**config.mk**
```make
export PLATFORM = sky130hd
export DESIGN_NAME = card_event_irq_and_window_enable
export DESIGN_NICKNAME = d
export VERILOG_FILES = /design/src/card_event_pkg.sv /design/src/card_event_irq_and_window_enable.sv
export SDC_FILE = /design/constraint.sdc
export NUM_CORES = 1
export LEC_CHECK = 0
export ABC_CLOCK_PERIOD_IN_PS = 3460
export BUFFER_PORTS_ARGS = -buffer_cell sky130_fd_sc_hd__buf_2
export CAP_MARGIN = 20
export CORE_AREA = 10 10 67 69
export CTS_BUF_LIST = sky130_fd_sc_hd__clkbuf_2 sky130_fd_sc_hd__clkbuf_4 sky130_fd_sc_hd__clkbuf_8
export DETAILED_ROUTE_END_ITERATION = 8
export DIE_AREA = 0 0 77 79
export GPL_TIMING_DRIVEN = 0
export HOLD_SLACK_MARGIN = 0.03
export PLACE_DENSITY = 0.73
export SLEW_MARGIN = 20
export SYNTH_ARGS = -nofsm -noshare
export SYNTH_HDL_FRONTEND = slang
export SYNTH_SLANG_ARGS = --single-unit
```
**constraint.sdc**
```tcl
create_clock -name core_clk -period 3.46 [get_ports core_clk]
set_input_delay 0.346 -clock core_clk [delete_from_list [all_inputs] [get_ports core_clk]]
set_output_delay 0.346 -clock core_clk [all_outputs]
set_load 0.05 [all_outputs]
```
**src/card_event_pkg.sv**
```systemverilog
// Functional notes
// - The routing field picks no line for 0000, line 1 for 0001, the management interrupt for 0010, and line n for each value n from 3 to 15.
// - With field 0000 and the diagnostic routing bit set, events go to the PCI interrupt whatever the PCI enable bit says.
// - With field 0000 and the diagnostic bit clear, no legacy line is used and events reach PCI only if the PCI enable bit is set.
// - The card-detect mask lets any change on either detect line raise an event; it resets to off.
// - The ready mask lets each rising edge of ready raise an event on a memory card only; it resets to off.
// - The battery-low mask lets a battery warning raise an event on a memory card only; it resets to off.
// - The battery-dead mask lets battery dead (memory card) or the status-change pin (I/O card) raise an event; it resets to off.
// - A host memory or I/O cycle through a window whose enable bit is 0 is never acknowledged.
// - All windows are disabled after reset until software enables them.
// - Bit 7 enables I/O window 1 and bit 6 enables I/O window 0.
// - Bit n enables memory window n for n from 0 to 4.
// - Bit 5 of the window enable register reads 0 and ignores writes.
// - A masked source's flag reads 0; an enabled source sets its flag when it becomes active.
// - With the PCI enable bit set, events are delivered to the PCI interrupt.
// - Flags clear either on a read of the flag register or by writing 1 per flag, as the clear-mode bit selects.
package card_event_pkg;
   localparam logic [7:0] FLAG_OFFSET = 8'h04;
   localparam logic [7:0] IRQ_CONFIG_OFFSET = 8'h05;
   localparam logic [7:0] WINDOW_ENABLE_OFFSET = 8'h06;
   localparam logic [7:0] IRQ_CONFIG_RESET = 8'h00;
   localparam logic [7:0] WINDOW_ENABLE_RESET = 8'h00;
   localparam logic [7:0] WINDOW_ENABLE_WMASK = 8'hDF;
   localparam logic [3:0] FLAG_RESET = 4'h0;
   localparam int ROUTE_HI = 7;
   localparam int ROUTE_LO = 4;
   localparam int DETECT_BIT = 3;
   localparam int READY_BIT = 2;
   localparam int BATLOW_BIT = 1;
   localparam int BATDEAD_BIT = 0;
   localparam int IO_ONE_BIT = 7;
   localparam int IO_ZERO_BIT = 6;
   localparam int MEM_WINDOWS = 5;
   localparam logic [3:0] ROUTE_NONE = 4'h0;
   localparam logic [3:0] ROUTE_SMI = 4'h2;
endpackage

```
**src/card_event_irq_and_window_enable.sv**
```systemverilog
`timescale 1ns/1ns
`default_nettype none
module card_event_irq_and_window_enable
   import card_event_pkg::*;
(
   input wire logic core_clk,
   input wire logic rst,
   input wire logic [7:0] regAddr,
   input wire logic regWrite,
   input wire logic regRead,
   input wire logic [7:0] regWdata,
   output logic [7:0] regRdata,
   input wire logic diagEventToPci,
   input wire logic eventToPciEnable,
   input wire logic flagClearByWrite,
   input wire logic ioCardInstalled,
   input wire logic cardDetectOne,
   input wire logic cardDetectTwo,
   input wire logic cardReady,
   input wire logic batteryLow,
   input wire logic batteryDead,
   input wire logic cardStatusChangePin,
   input wire logic [1:0] ioWindowHit,
   input wire logic [4:0] memWindowHit,
   output logic [1:0] ioWindowAck,
   output logic [4:0] memWindowAck,
   output logic [15:0] legacyIrq,
   output logic systemManagementIrq,
   output logic pciIrq
);
   logic [7:0] irqConfig_q, irqConfig_d;
   logic [7:0] windowEnable_q, windowEnable_d;
   logic [3:0] flags_q, flags_d;
   logic [1:0] detect_q, detect_d;
   logic ready_q, ready_d;
   logic [3:0] raise, clearMask, maskBits;
   logic [3:0] routeSelect;
   logic anyFlag;
   logic [15:0] legacyDecode;

   logic [1:0] detectNow;
   logic detectChange;
   logic readyRise;
   logic deadSource;
   logic flagRead;
   logic flagWrite;
   logic configWrite;
   logic windowWrite;
   logic routeIsNone;
   logic routeIsSmi;
   // window byte as seen by the host
   logic [7:0] windowReadback;

   // mask bits and routing field of the config register
   assign maskBits = irqConfig_q[DETECT_BIT:BATDEAD_BIT];
   assign routeSelect = irqConfig_q[ROUTE_HI:ROUTE_LO];

   // register strobes for the mapped offsets, read and write for the flag offset
   assign flagRead = regRead && (regAddr == FLAG_OFFSET);
   assign flagWrite = regWrite && (regAddr == FLAG_OFFSET);
   assign configWrite = regWrite && (regAddr == IRQ_CONFIG_OFFSET);
   assign windowWrite = regWrite && (regAddr == WINDOW_ENABLE_OFFSET);

   // raw event sources before masking
   assign detectNow = {cardDetectTwo, cardDetectOne};
   assign detectChange = (detectNow != detect_q);
   assign readyRise = cardReady & ~ready_q;
   assign deadSource = ioCardInstalled ? cardStatusChangePin : batteryDead;

   // masked event raise; ready and battery low only for memory cards
   always_comb
   begin
      raise = FLAG_RESET;
      if (maskBits[DETECT_BIT] && detectChange)
      begin
         raise[DETECT_BIT] = 1'b1;
      end
      if (maskBits[READY_BIT] && !ioCardInstalled && readyRise)
      begin
         raise[READY_BIT] = 1'b1;
      end
      if (maskBits[BATLOW_BIT] && !ioCardInstalled && batteryLow)
      begin
         raise[BATLOW_BIT] = 1'b1;
      end
      if (maskBits[BATDEAD_BIT] && deadSource)
      begin
         raise[BATDEAD_BIT] = 1'b1;
      end
   end

   // clear strobes, method picked by the clear-mode input
   always_comb
   begin
      clearMask = FLAG_RESET;
      if (flagClearByWrite)
      begin
         if (flagWrite)
         begin
            clearMask = regWdata[DETECT_BIT:BATDEAD_BIT];
         end
      end
      else
      begin
         if (flagRead)
         begin
            clearMask = ~FLAG_RESET;
         end
      end
   end

   // next values of config, window, flag and history registers
   always_comb
   begin
      irqConfig_d = irqConfig_q;
      windowEnable_d = windowEnable_q;
      detect_d = detectNow;
      ready_d = cardReady;
      // set wins over clear; masked sources forced to zero
      flags_d = ((flags_q & ~clearMask) | raise) & maskBits;
      if (configWrite)
      begin
         irqConfig_d = regWdata;
      end
      if (windowWrite)
      begin
         windowEnable_d = regWdata & WINDOW_ENABLE_WMASK;
      end
   end

   // history registers start at zero, masks are off then
   always_ff @(posedge core_clk)
   begin
      if (rst)
      begin
         irqConfig_q <= IRQ_CONFIG_RESET;
         windowEnable_q <= WINDOW_ENABLE_RESET;
         flags_q <= FLAG_RESET;
         detect_q <= 2'h0;
         ready_q <= 1'b0;
      end
      else
      begin
         irqConfig_q <= irqConfig_d;
         windowEnable_q <= windowEnable_d;
         flags_q <= flags_d;
         detect_q <= detect_d;
         ready_q <= ready_d;
      end
   end

   // bit 5 is never stored, masked again on the way out
   assign windowReadback = windowEnable_q & WINDOW_ENABLE_WMASK;

   // combinational read mux, unmapped offsets read zero
   always_comb
   begin
      case (regAddr)
         FLAG_OFFSET: regRdata = 8'(flags_q);
         IRQ_CONFIG_OFFSET: regRdata = irqConfig_q;
         WINDOW_ENABLE_OFFSET: regRdata = windowReadback;
         default: regRdata = 8'h00;
      endcase
   end

   // window acknowledge gating; i/o enables sit above the memory ones
   genvar g;
   generate
      for (g = 0; g <= IO_ONE_BIT - IO_ZERO_BIT; g++)
      begin : ioGate
         assign ioWindowAck[g] = ioWindowHit[g] & windowEnable_q[IO_ZERO_BIT + g];
      end
      for (g = 0; g < MEM_WINDOWS; g++)
      begin : memGate
         assign memWindowAck[g] = memWindowHit[g] & windowEnable_q[g];
      end
   endgenerate

   // interrupt outputs follow the registered flags
   assign anyFlag = |flags_q;
   assign routeIsNone = (routeSelect == ROUTE_NONE);
   assign routeIsSmi = (routeSelect == ROUTE_SMI);

   // legacy line decode, none for field zero or the management code
   always_comb
   begin
      legacyDecode = 16'h0000;
      if (!routeIsNone && !routeIsSmi)
      begin
         legacyDecode[routeSelect] = anyFlag;
      end
   end

   assign legacyIrq = legacyDecode;

   always_comb
   begin
      systemManagementIrq = 1'b0;
      if (routeIsSmi && anyFlag)
      begin
         systemManagementIrq = 1'b1;
      end
   end

   // pci path: enable bit, or diagnostic bit with field zero
   always_comb
   begin
      pciIrq = 1'b0;
      if (anyFlag && eventToPciEnable)
      begin
         pciIrq = 1'b1;
      end
      if (anyFlag && routeIsNone && diagEventToPci)
      begin
         pciIrq = 1'b1;
      end
   end
endmodule
`default_nettype wire

```
==> results.cfg <==
[power_and_ir_drop]
power-per-cell-area_nw_per_um2 = 260
peakVddDrop_mv = 0.201
p_leak_nw = 0.799

[timing]
period_minus_slack_ns = 2.22
post-route-period-util = 0.642
max_freq_ghz = 0.450
slew_viol_final = 0
rsz0062_at_grt = no
finalHoldViolCount = 0
tns_ns = 0
skew_ns = 0.00293
max-slew-margin-rel = 0.585
setup_viol = 0
worst_slew_pin_slew_ns = 0.620

[cells_and_area]
layout_common_cells = buf_2 (67), nor2_1 (23), dfxtp_1 (22)
syn_to_final_growth_pct = 30.4
n_antenna_cell = 0
drive_gt1_frac = 0.331
fin_nets = 280
final_common_cell = buf_2
final_area_sq_um = 1820

[floorplan]
die-area_sq_um = 6080
pin_count = 70
coreArea_sq_um = 3230
rows = 21
initial_core_util = 0.431
die_h_um = 79
die-width_um = 77

[synth]
yosys_warnings = 0
syn_inst = 172
syn_area_sq_um = 1390
synthArstFlopShare = 0
yosys-top-cells-area = dfxtp_1 (32%), mux2i_1 (9.3%), nand2b_1 (8.5%)
yosysTopAreaCellShare = 0.316
synth.distinct_cells = 34
syn_avg_cell_area_sq_um = 8.10
synth_top_area_cell = dfxtp_1
synth-seq-area-share = 0.316
synth-main-ff-cell = dfxtp_1
synth_edf_count = 0
ys_seq_elements = 22

[clocking]
ctsHoldBuffers = 0
postCtsSetupBuffers = 0
tritoncts = yes
cts_root_buffer = clkbuf_4
clock_sinks = 22
cts_buffers = 3
clk_pin_slew_ns = 0.13
clk_path_buf_depth = 2
cts.repair.resized = 0
clock_latency_ns = 0.30
h-tree-depth = 1

[global_route]
grt_use_total = 0.136
grt_max_degree = 13
grt_pass1_vias = 1549
antenna_found_initial = 0
grt_pass1_wl_mm = 7.13
overflow = 0

[setup_path]
cp.arrival_ns = 1.87
worst-r2r-cell-count = 3
cp-start-kind = register
crit_type = reg2out
critPathMaxFanout = 5
crit_path_end_kind = output port
required_ns = 3.11

[routing]
finalWirelength_mm = 4.27
dr.pass1.iters = 4
vias = 1497
drt-initial-drc-count = 76
route.detailed.drc = 0
top_layer_used = met4
route.met3.wl_um = 328
ant_nets = 0
drt-met1-wl_mm = 1.91
wl_per_cell_um = 14.8
met2WireLength_mm = 1.99
vias_per_cell = 5.20

[place]
dpl_cell_area_sq_um = 1780
hpwl_mm = 3.51
port_buffers = 65
gp_congestion = 0.844

[hold_path]
min_path_type = in2reg
holdPathStages = 2

[status]
status = complete, no violations

[run]
drv_cap = 0
-- power by group --
group          switching [mW]  total (mW)  internal [mW]
sequential           0.000912       0.256          0.255
combinational          0.0400      0.0723         0.0322
clock                  0.0787       0.143         0.0642
total                   0.120       0.471          0.352
-- cells by family after synthesis --
| kind of cell | count (synthesis) | share of synthesized area |
|---|---|---|
| compound gates | 33 | 0.156 |
| xor+xnor | 2 | 0.0126 |
| buf+inv | 14 | 0.0557 |
| flops | 22 | 0.316 |
| mux | 13 | 0.0934 |
| other cells | 1 | 0.00269 |
| simple gates | 87 | 0.363 |
-- metal layers --
metal	vias up	GRT usage
li1	754	-
met1	678	0.160
met2	61	0.234
met3	4	0.0394
met4	0	0.0420
met5	-	0
-- path summary, 6_finish.rpt --
path | from | endpoint | slack (ns)
hold / removal | cardDetectTwo | detect_q[1] | 0.27
hold reg to reg | windowEnable_q[3] | windowEnable_q[3] | 0.50
setup / recovery | flags_q[3] | pciIrq | 1.24
setup reg to reg | irqConfig_q[6] | irqConfig_q[6] | 2.54
-- final cells by class --
class	count	area [sq um]
repair buffers	65	325
flip-flops and latches	22	440
inverters	1	3.75
clock buffers	4	36.3
multi-input cells	137	878
well taps	46	57.6
fillers	334	1420
plain buffers	13	73.8
-- flip-flops by register name, indices dropped and copies added, names as in the netlist --
register	flops
ready_q	1
detect_q	2
irqConfig_q	8
flags_q	4
windowEnable_q	7
-- synth_stat cells (all sizes together), types with 2 or more instances --
cell / number
nor2b: 5
nand3: 6
clkbuf: 7
nand3b: 3
nor3: 3
a2bb2oi: 4
o31ai: 7
dfxtp: 22
and2: 7
o21ai: 5
or4: 2
xor2: 2
nand2b: 19
nand4: 8
a21oi: 10
nand2: 5
buf: 6
a32oi: 2
a22oi: 3
mux2i: 13
nor2: 23
-- metrics by stage --
stage | utilization | std cells | setup WS, ns | total power, mW | hold slack (ns)
after floorplan | - | 173 | 1.01 | 0.300 | 0.450
after global placement | 0.551 | 284 | 1.30 | 0.333 | 0.480
after detailed placement | 0.551 | 284 | 1.29 | 0.334 | 0.477
after CTS | 0.562 | 288 | 1.23 | 0.475 | 0.262
after global routing | 0.562 | 288 | 1.07 | 0.492 | 0.272
final | 0.562 | 288 | 1.24 | 0.471 | 0.265
-- critical path, stage by stage, from the launching register on --
cell and delay (ns):
dfxtp_1 0.41, or4_1 0.22, or3b_2 0.50, o21ai_0 0.16
buf_2 0.28
No activity file was read; power rests on OpenSTA's default activity.
